<file path="src/pbt_pkg.sv">
// Shared constants for the parity bus transceiver
package pbt_pkg;
  // Word layout: eight data bits with the parity bit on top
  localparam int DATA_W          = 8;
  localparam int WORD_W          = 9;
  localparam int PAR_POS         = 8;
  localparam int DIR_COUNT       = 2;
  localparam int DIR_A_TO_B      = 0;
  localparam int DIR_B_TO_A      = 1;
  localparam int LOG_DEPTH       = 32;

  // Values after reset
  localparam logic [WORD_W-1:0] WORD_RST      = 9'h000;
  localparam logic              OE_RST        = 1'b0;
  localparam logic              FAULT_N_RST   = 1'b1;
  localparam logic              CLK_PREV_RST  = 1'b1;
  localparam logic              FLAG_RST      = 1'b0;

  // Storage mode of one direction in a given cycle
  typedef enum logic [2:0] {
    PBT_MODE_HOLD    = 3'b001,
    PBT_MODE_FOLLOW  = 3'b010,
    PBT_MODE_CAPTURE = 3'b100
  } pbt_mode_t;
endpackage : pbt_pkg

</file>
<file path="src/pbt_transceiver.sv">
// Parity bus transceiver core with capture log FIFO
//
// Behaviour
// - Parity enable low turns parity on; high gives plain 9-bit transceiver.
// - Port B driven only with its drive enable low; port A likewise.
// - Transparent enable high passes input straight to the output.
// - Latch off, capture enable low: store input on that clock's rising edge.
// - Latch off, capture enable high: clock edges ignored, output held.
// - Latch off, clock steady low: output keeps its earlier level.
// - Clock high when latch closed: held value valid only if clock was low.
// - B-to-A path mirrors A-to-B using its own controls.
// - Only A-to-B driving: check A, generate on B, B fault pin floats.
// - Only B-to-A driving: check B, generate on A, A fault pin floats.
// - Neither driving: check both ports, both parity pins are inputs.
// - Both driving: generate parity on both pins, both fault pins float.
// - Parity off: stored words cross when enabled, else ports isolated.
// - Sense low: fault high for even ones count, low for odd.
// - Sense high: fault high for odd ones count, low for even.
// - Generated bit is even parity of data, inverted by sense high.
// - Parity covers only the eight data bits of each group.
// - Data is never inverted on its way through.

module pbt_fifo
  import pbt_pkg::*;
#(
  parameter int WIDTH = WORD_W,
  parameter int DEPTH = LOG_DEPTH
) (
  input  wire logic             core_clk_i,
  input  wire logic             rst_i,
  input  wire logic             in_valid_i,
  input  wire logic [WIDTH-1:0] in_data_i,
  output logic                  in_ready_o,
  output logic                  out_valid_o,
  output logic      [WIDTH-1:0] out_data_o,
  input  wire logic             out_ready_i
);
  localparam int AW = (DEPTH > 1) ? $clog2(DEPTH) : 1;
  localparam logic [AW:0] DEPTH_CNT = (AW + 1)'(DEPTH);

  generate
    if (WIDTH < 1 || DEPTH < 2 || (DEPTH & (DEPTH - 1)) != 0) begin : g_bad_param
      $error("pbt_fifo needs WIDTH >= 1 and DEPTH a power of two >= 2");
    end
  endgenerate

  logic [WIDTH-1:0] mem_q [0:DEPTH-1];
  logic [AW-1:0]    wr_q;
  logic [AW-1:0]    rd_q;
  logic [AW:0]      count_q;
  logic [AW:0]      count_d;
  logic             in_ready_q;
  logic             out_valid_q;

  wire push = in_valid_i & in_ready_q;
  wire pop  = out_ready_i & out_valid_q;

  assign count_d     = count_q + (AW + 1)'(push) - (AW + 1)'(pop);
  assign in_ready_o  = in_ready_q;
  assign out_valid_o = out_valid_q;
  assign out_data_o  = mem_q[rd_q];

  always_ff @(posedge core_clk_i) begin
    if (push) begin
      mem_q[wr_q] <= in_data_i;
    end
  end

  always_ff @(posedge core_clk_i) begin
    if (rst_i) begin
      wr_q        <= '0;
      rd_q        <= '0;
      count_q     <= '0;
      in_ready_q  <= 1'b1;
      out_valid_q <= FLAG_RST;
    end else begin
      wr_q        <= push ? wr_q + AW'(1) : wr_q;
      rd_q        <= pop ? rd_q + AW'(1) : rd_q;
      count_q     <= count_d;
      in_ready_q  <= (count_d != DEPTH_CNT);
      out_valid_q <= (count_d != '0);
    end
  end
endmodule : pbt_fifo

module pbt_transceiver
  import pbt_pkg::*;
#(
  parameter int LOG_WORDS = LOG_DEPTH
) (
  input  wire logic              core_clk_i,
  input  wire logic              rst_i,
  // Port A pins
  input  wire logic [DATA_W-1:0] a_data_i,
  output logic      [DATA_W-1:0] a_data_o,
  output logic                   a_data_oe_o,
  input  wire logic              a_side_parity_bit_i,
  output logic                   a_side_parity_bit_o,
  output logic                   a_side_parity_bit_oe_o,
  output logic                   a_side_fault_n_o,
  output logic                   a_side_fault_oe_o,
  // Port B pins
  input  wire logic [DATA_W-1:0] b_data_i,
  output logic      [DATA_W-1:0] b_data_o,
  output logic                   b_data_oe_o,
  input  wire logic              b_side_parity_bit_i,
  output logic                   b_side_parity_bit_o,
  output logic                   b_side_parity_bit_oe_o,
  output logic                   b_side_fault_n_o,
  output logic                   b_side_fault_oe_o,
  // Direction controls
  input  wire logic              a_to_b_clock_i,
  input  wire logic              b_to_a_clock_i,
  input  wire logic              a_to_b_transparent_en_i,
  input  wire logic              b_to_a_transparent_en_i,
  input  wire logic              a_to_b_capture_en_n_i,
  input  wire logic              b_to_a_capture_en_n_i,
  input  wire logic              a_to_b_drive_en_n_i,
  input  wire logic              b_to_a_drive_en_n_i,
  // Parity controls
  input  wire logic              parity_enable_n_i,
  input  wire logic              odd_sense_i,
  // Log of A-to-B captured words
  output logic      [WORD_W-1:0] log_data_o,
  output logic                   log_valid_o,
  input  wire logic              log_ready_i,
  output logic                   log_room_o
);
  generate
    if (LOG_WORDS < 2 || (LOG_WORDS & (LOG_WORDS - 1)) != 0) begin : g_bad_param
      $error("pbt_transceiver needs LOG_WORDS a power of two >= 2");
    end
  endgenerate

  function automatic logic gen_parity(input logic [DATA_W-1:0] data, input logic odd);
    gen_parity = (^data) ^ odd;
  endfunction

  // Fault pin level, low on a failed check
  function automatic logic check_ok(input logic [WORD_W-1:0] word, input logic odd);
    check_ok = ~((^word) ^ odd);
  endfunction

  logic [WORD_W-1:0] src_w  [0:DIR_COUNT-1];
  logic [WORD_W-1:0] out_q  [0:DIR_COUNT-1];
  logic [DIR_COUNT-1:0] le_w;
  logic [DIR_COUNT-1:0] cap_n_w;
  logic [DIR_COUNT-1:0] clk_w;
  logic [DIR_COUNT-1:0] drv_n_w;
  logic [DIR_COUNT-1:0] capture_w;
  logic [DIR_COUNT-1:0] oe_q;
  logic [DIR_COUNT-1:0] fault_n_q;
  logic [DIR_COUNT-1:0] fault_oe_q;

  // Index 0 is A to B (source pins on A), index 1 is B to A
  assign src_w[DIR_A_TO_B] = {a_side_parity_bit_i, a_data_i};
  assign src_w[DIR_B_TO_A] = {b_side_parity_bit_i, b_data_i};
  assign le_w    = {b_to_a_transparent_en_i, a_to_b_transparent_en_i};
  assign cap_n_w = {b_to_a_capture_en_n_i, a_to_b_capture_en_n_i};
  assign clk_w   = {b_to_a_clock_i, a_to_b_clock_i};
  assign drv_n_w = {b_to_a_drive_en_n_i, a_to_b_drive_en_n_i};

  // Parity functions on only while enable is low
  wire par_on = ~parity_enable_n_i;

  genvar d;
  generate
    // Both directions built from the same logic
    for (d = 0; d < DIR_COUNT; d++) begin : g_dir
      logic [WORD_W-1:0] store_q;
      logic [WORD_W-1:0] store_d;
      logic              clk_prev_q;
      pbt_mode_t         mode;
      logic              gen_bit;
      logic              par_out;
      logic              check_on;

      // Rising edge of this direction's own clock
      wire clk_rise = clk_w[d] & ~clk_prev_q;

      // Transparent enable wins over the clock
      // Capture enable high blocks the edge
      assign mode = le_w[d] ? PBT_MODE_FOLLOW :
                    (~cap_n_w[d] & clk_rise) ? PBT_MODE_CAPTURE : PBT_MODE_HOLD;
      assign capture_w[d] = (mode == PBT_MODE_CAPTURE);

      // Hold keeps the earlier level while the clock stands
      // Clock high at latch close just holds the last followed word
      always_comb begin
        case (mode)
          PBT_MODE_FOLLOW:  store_d = src_w[d];
          PBT_MODE_CAPTURE: store_d = src_w[d];
          PBT_MODE_HOLD:    store_d = store_q;
          default:          store_d = store_q;
        endcase
      end

      // Only the data bits feed the generator
      // Parity taken from the word driving the data pins
      assign gen_bit = gen_parity(store_d[DATA_W-1:0], odd_sense_i);
      // Parity off passes the stored parity bit through
      assign par_out = par_on ? gen_bit : store_d[PAR_POS];

      // Port d is checked only while its own pins are inputs
      // That is when the opposite direction is not driving it
      // Both checked when neither direction drives
      // Both fault pins float when both directions drive
      assign check_on = par_on & drv_n_w[DIR_COUNT-1-d];

      always_ff @(posedge core_clk_i) begin
        if (rst_i) begin
          store_q       <= WORD_RST;
          clk_prev_q    <= CLK_PREV_RST;
          out_q[d]      <= WORD_RST;
          oe_q[d]       <= OE_RST;
          fault_n_q[d]  <= FAULT_N_RST;
          fault_oe_q[d] <= OE_RST;
        end else begin
          store_q       <= store_d;
          clk_prev_q    <= clk_w[d];
          out_q[d]      <= {par_out, store_d[DATA_W-1:0]};
          // Drive only while the active-low enable is low
          oe_q[d]       <= ~drv_n_w[d];
          // Sense input flips the expected count
          // Check sampled from the live pins every cycle
          fault_n_q[d]  <= check_on ? check_ok(src_w[d], odd_sense_i) : FAULT_N_RST;
          fault_oe_q[d] <= check_on;
        end
      end
    end
  endgenerate

  // Port B is fed by the A-to-B direction, port A by the B-to-A direction
  assign b_data_o               = out_q[DIR_A_TO_B][DATA_W-1:0];
  assign b_side_parity_bit_o    = out_q[DIR_A_TO_B][PAR_POS];
  assign b_data_oe_o            = oe_q[DIR_A_TO_B];
  assign b_side_parity_bit_oe_o = oe_q[DIR_A_TO_B];
  assign a_data_o               = out_q[DIR_B_TO_A][DATA_W-1:0];
  assign a_side_parity_bit_o    = out_q[DIR_B_TO_A][PAR_POS];
  assign a_data_oe_o            = oe_q[DIR_B_TO_A];
  assign a_side_parity_bit_oe_o = oe_q[DIR_B_TO_A];
  assign a_side_fault_n_o       = fault_n_q[DIR_A_TO_B];
  assign a_side_fault_oe_o      = fault_oe_q[DIR_A_TO_B];
  assign b_side_fault_n_o       = fault_n_q[DIR_B_TO_A];
  assign b_side_fault_oe_o      = fault_oe_q[DIR_B_TO_A];

  // Captures never stall for the log; a full log drops words, seen on log_room_o
  pbt_fifo #(
    .WIDTH (WORD_W),
    .DEPTH (LOG_WORDS)
  ) u_log (
    .core_clk_i  (core_clk_i),
    .rst_i       (rst_i),
    .in_valid_i  (capture_w[DIR_A_TO_B]),
    .in_data_i   (src_w[DIR_A_TO_B]),
    .in_ready_o  (log_room_o),
    .out_valid_o (log_valid_o),
    .out_data_o  (log_data_o),
    .out_ready_i (log_ready_i)
  );
endmodule : pbt_transceiver

</file>
<file path="config.mk">
export PLATFORM = sky130hd
export DESIGN_NAME = pbt_transceiver
export DESIGN_NICKNAME = d
export VERILOG_FILES = /design/src/pbt_pkg.sv /design/src/pbt_transceiver.sv
export SDC_FILE = /design/constraint.sdc
export NUM_CORES = 1
export LEC_CHECK = 0
export BUFFER_PORTS_ARGS = -buffer_cell sky130_fd_sc_hd__buf_2
export CORE_AREA = 4 4 189 191
export DETAILED_ROUTE_END_ITERATION = 8
export DIE_AREA = 0 0 193 195
export SLEW_MARGIN = 15
export SYNTH_ARGS = -nofsm -noshare
export SYNTH_HDL_FRONTEND = slang
export SYNTH_SLANG_ARGS = --single-unit
export TNS_END_PERCENT = 10
</file>
<file path="constraint.sdc">
create_clock -name core_clk_i -period 4.7 [get_ports core_clk_i]
set_input_delay 0.47 -clock core_clk_i [delete_from_list [all_inputs] [get_ports core_clk_i]]
set_output_delay 0.47 -clock core_clk_i [all_outputs]
set_load 0.01 [all_outputs]
</file>
==> run_results.csv <==
group,metric,value,unit
logic_synthesis,yosysWarnings,0,
clocking,hold_buffers,0,
critical_path,cp_top_family,"multiplexers",
floorplanning,rows,68,
timing,period_share,78.0,%
clocking,htree_levels,2,
grt,grt_overflow,0,
timing,max-slew-margin-rel,21.1,%
routing,wire_per_inst,22.6,µm
logic_synthesis,async_reset_ff_share,0,%
critical_path,cp_max_fo,31,
flow_run,maxCapViolations,0,
critical_path,cp.arrival,3.20,ns
clocking,clkSinkCount,339,
clocking,clockBufferDepth,3,
clocking,cts_resized,0,
logic_synthesis,post_synth.cell_area_avg,18.9,µm²
finish,drive_above_1_share,30.4,%
critical_path,crit_type,"reg -> out",
timing,setup_viol,0,
hold_path,hold_class,"in -> reg",
critical_path,worst_ep_required_time,4.23,ns
finish,finalNetCount,832,
timing,rsz0062_at_grt,"false",
timing,hold_violations,0,
finish,areaGrowthSynthToFinish,14.7,%
logic_synthesis,ys_types,40,
finish,antennaDiodeCount,0,
pwr,p_leak,5.04,nW
critical_path,path_cells,"buf_12, mux4_2, mux4_2, mux2_2, buf_2",
clocking,cts_setup_buffers,0,
floorplanning,die_width,193,µm
critical_path,cpMostUsedCell,"mux4_2",
routing,via_count,6668,
critical_path,worst-path-buf-inv,2,
floorplanning,fp.dieArea,37600,µm²
clocking,numCtsBuffers,37,
logic_synthesis,synth_seq_cells,339,
clocking,cts.clk_slew.worst_paths,0.06,ns
clocking,root_buffer,"clkbuf_16",
placement,place_congestion,0.734,
clocking,cts_tree,"yes",
logic_synthesis,dominantRegCellSynth,"edfxtp_1",
logic_synthesis,synth_edf_count,288,
timing,fin_ws,1.03,ns
grt,grt_pass1_wl,43700,µm
timing,tightestPinTransition,1.18,ns
grt,grt_max_degree,73,
timing,fmax,273,MHz
routing,wl,28700,µm
placement,dp_slack,1.48,ns
routing,via_per_inst,5.25,
placement,hpwl,17400,µm
floorplanning,dieHeight,195,µm
clocking,clkLatencyLatePin,0.52,ns
routing,dr.pass1.iters,5,
grt,track_usage,15.5,%
pwr,p_per_area,471,nW/µm²
outcome,status,"finished, final reports clean",
logic_synthesis,ys_seq_area_share,71.6,%
floorplanning,ios,68,
grt,first_global_vias,6798,
timing,slew_violations,0,
logic_synthesis,syn-num-nets,758,
critical_path,cp-end-kind,"primary output",
timing,worst_clock_skew,0.0195,ns
finish,final_common_cell,"edfxtp_1",
logic_synthesis,syn_inst,715,
timing,setup-tns-final,0,ns
timing,min_period,3.67,ns
routing,remaining_drc_errors,0,
finish,layout_common_cells,"edfxtp_1, mux4_2, buf_2, nor2_1, dfxtp_1",
routing,ant_nets,0,
grt,antenna_found_initial,1,
floorplanning,core_area,34100,µm²
placement,portBuffers,67,
floorplanning,initial_utilization,39.6,%
critical_path,cp_slowest_cell,"dfxtp_4",
pwr,vdd_drop_max,0.345,mV
routing,drt_iter0_drc,524,
critical_path,critPathLaunchType,"flip-flop",
critical_path,max_stage_delay,0.78,ns
logic_synthesis,synth.cell_area,13500,µm²
-- logic make-up after synthesis --
logic type | count (synthesis) | synth area share, %
flops | 339 | 71.6
compound gates | 31 | 1.32
fa+ha+maj | 12 | 1.17
mux | 111 | 16.6
buf+inv | 65 | 2.56
simple gates | 114 | 3.84
xor+xnor | 43 | 2.89
-- where the power goes --
| group | total, mW | switching [mW] | internal, mW | leakage (nW) |
|---|---|---|---|---|
| Sequential | 3.44 | 0.121 | 3.32 | 3.01 |
| Combinational | 1.00 | 0.458 | 0.542 | 1.45 |
| Clock | 2.86 | 1.15 | 1.71 | 0.589 |
-- metal layers --
metal	track usage (%)	up-vias	part of all wire, %
li1	-	2937	-
met1	24.1	3480	46
met2	22.6	213	45
met3	3.56	38	7.3
met4	3.44	0	1.6
met5	0	-	0
-- synthesized netlist by cell type, types with 2 or more instances --
cell      instances  area share (%)
xnor2_1          29             1.9
xor2_1           13            0.84
nand3b_1          4            0.22
inv_1            12            0.33
a31oi_1           2           0.093
or3b_2            2            0.13
nor4b_1           2            0.13
dfxtp_1          51             7.6
o21ai_0           9            0.33
mux4_2           90              15
nand4_1           2           0.093
nor2b_1           2           0.093
or3_1             2           0.093
mux2i_1          12            0.89
and3b_1           2            0.13
clkbuf_1         15            0.42
buf_2             3            0.11
buf_4            24             1.3
nand2_1          20            0.56
nand3_1           4            0.15
mux2_2            9            0.75
and2_1            3            0.14
or2_2             2           0.093
ha_1             11             1.0
nor2_1           65             1.8
a21oi_1          13            0.48
a21o_1            3            0.17
edfxtp_1        288              64
buf_1            10            0.28
-- cell type report --
| type | instances | area, µm² |
|---|---|---|
| Tap cell | 455 | 569 |
| Timing Repair Buffer | 88 | 505 |
| Clock buffer | 46 | 1020 |
| Multi-Input combinational cell | 311 | 3490 |
| Sequential cell | 339 | 9680 |
| Inverter | 12 | 45.0 |
| Fill cell | 2887 | 18600 |
| Clock inverter | 20 | 180 |
-- worst register-to-register path: cells and delay by family, from the launching register on --
family | cells | cell delay [ns]
buf+inv | 1 | 0.19
flops | 1 | 0.30
simple gates | 4 | 1.82
-- sequential cells by signal, indices dropped and copies added (netlist names), named ones only --
name	count
a_side_fault_oe_o	1
u_log.count_q	6
u_log.in_ready_o	1
b_side_fault_oe_o	1
a_side_fault_n_o	1
u_log.rd_q	5
out_q	2
g_dir.clk_prev_q	2
b_side_fault_n_o	1
b_data_oe_o	1
g_dir.store_q	18
a_data_oe_o	1
u_log.mem_q	288
u_log.out_valid_o	1
u_log.wr_q	5
-- through the flow --
| step | cells | utilization, % | power, mW | cell area (µm²) | hold slack, ns |
|---|---|---|---|---|---|
| 6_report | 1271 | 45.4 | 7.30 | 15500 | 0.115 |
| 5_1_grt | 1271 | 45.4 | 7.62 | 15500 | 0.113 |
| 4_1_cts | 1271 | 45.4 | 7.39 | 15500 | 0.0833 |
| 3_5_place_dp | 1205 | 41.9 | 4.52 | 14300 | 0.474 |
| 3_3_place_gp | 1205 | 41.9 | 4.51 | 14300 | 0.478 |
| 2_1_floorplan | 715 | - | 4.23 | 13500 | 0.458 |
-- worst paths after layout --
| kind | from | to | slack, ns | depth (start not counted) |
|---|---|---|---|---|
| setup / recovery | flip-flop | log_data_o[4] | 1.03 | 5 |
| hold / removal | a_to_b_drive_en_n_i | b_data_oe_o | 0.11 | 2 |
| setup reg to reg | g_dir[0].clk_prev_q | u_log.mem_q[4][1] | 2.02 | 5 |
| hold reg to reg | g_dir[0].store_q[0] | g_dir[0].store_q[0] | 0.48 | 2 |
No activity file was read; power rests on OpenSTA's default activity.
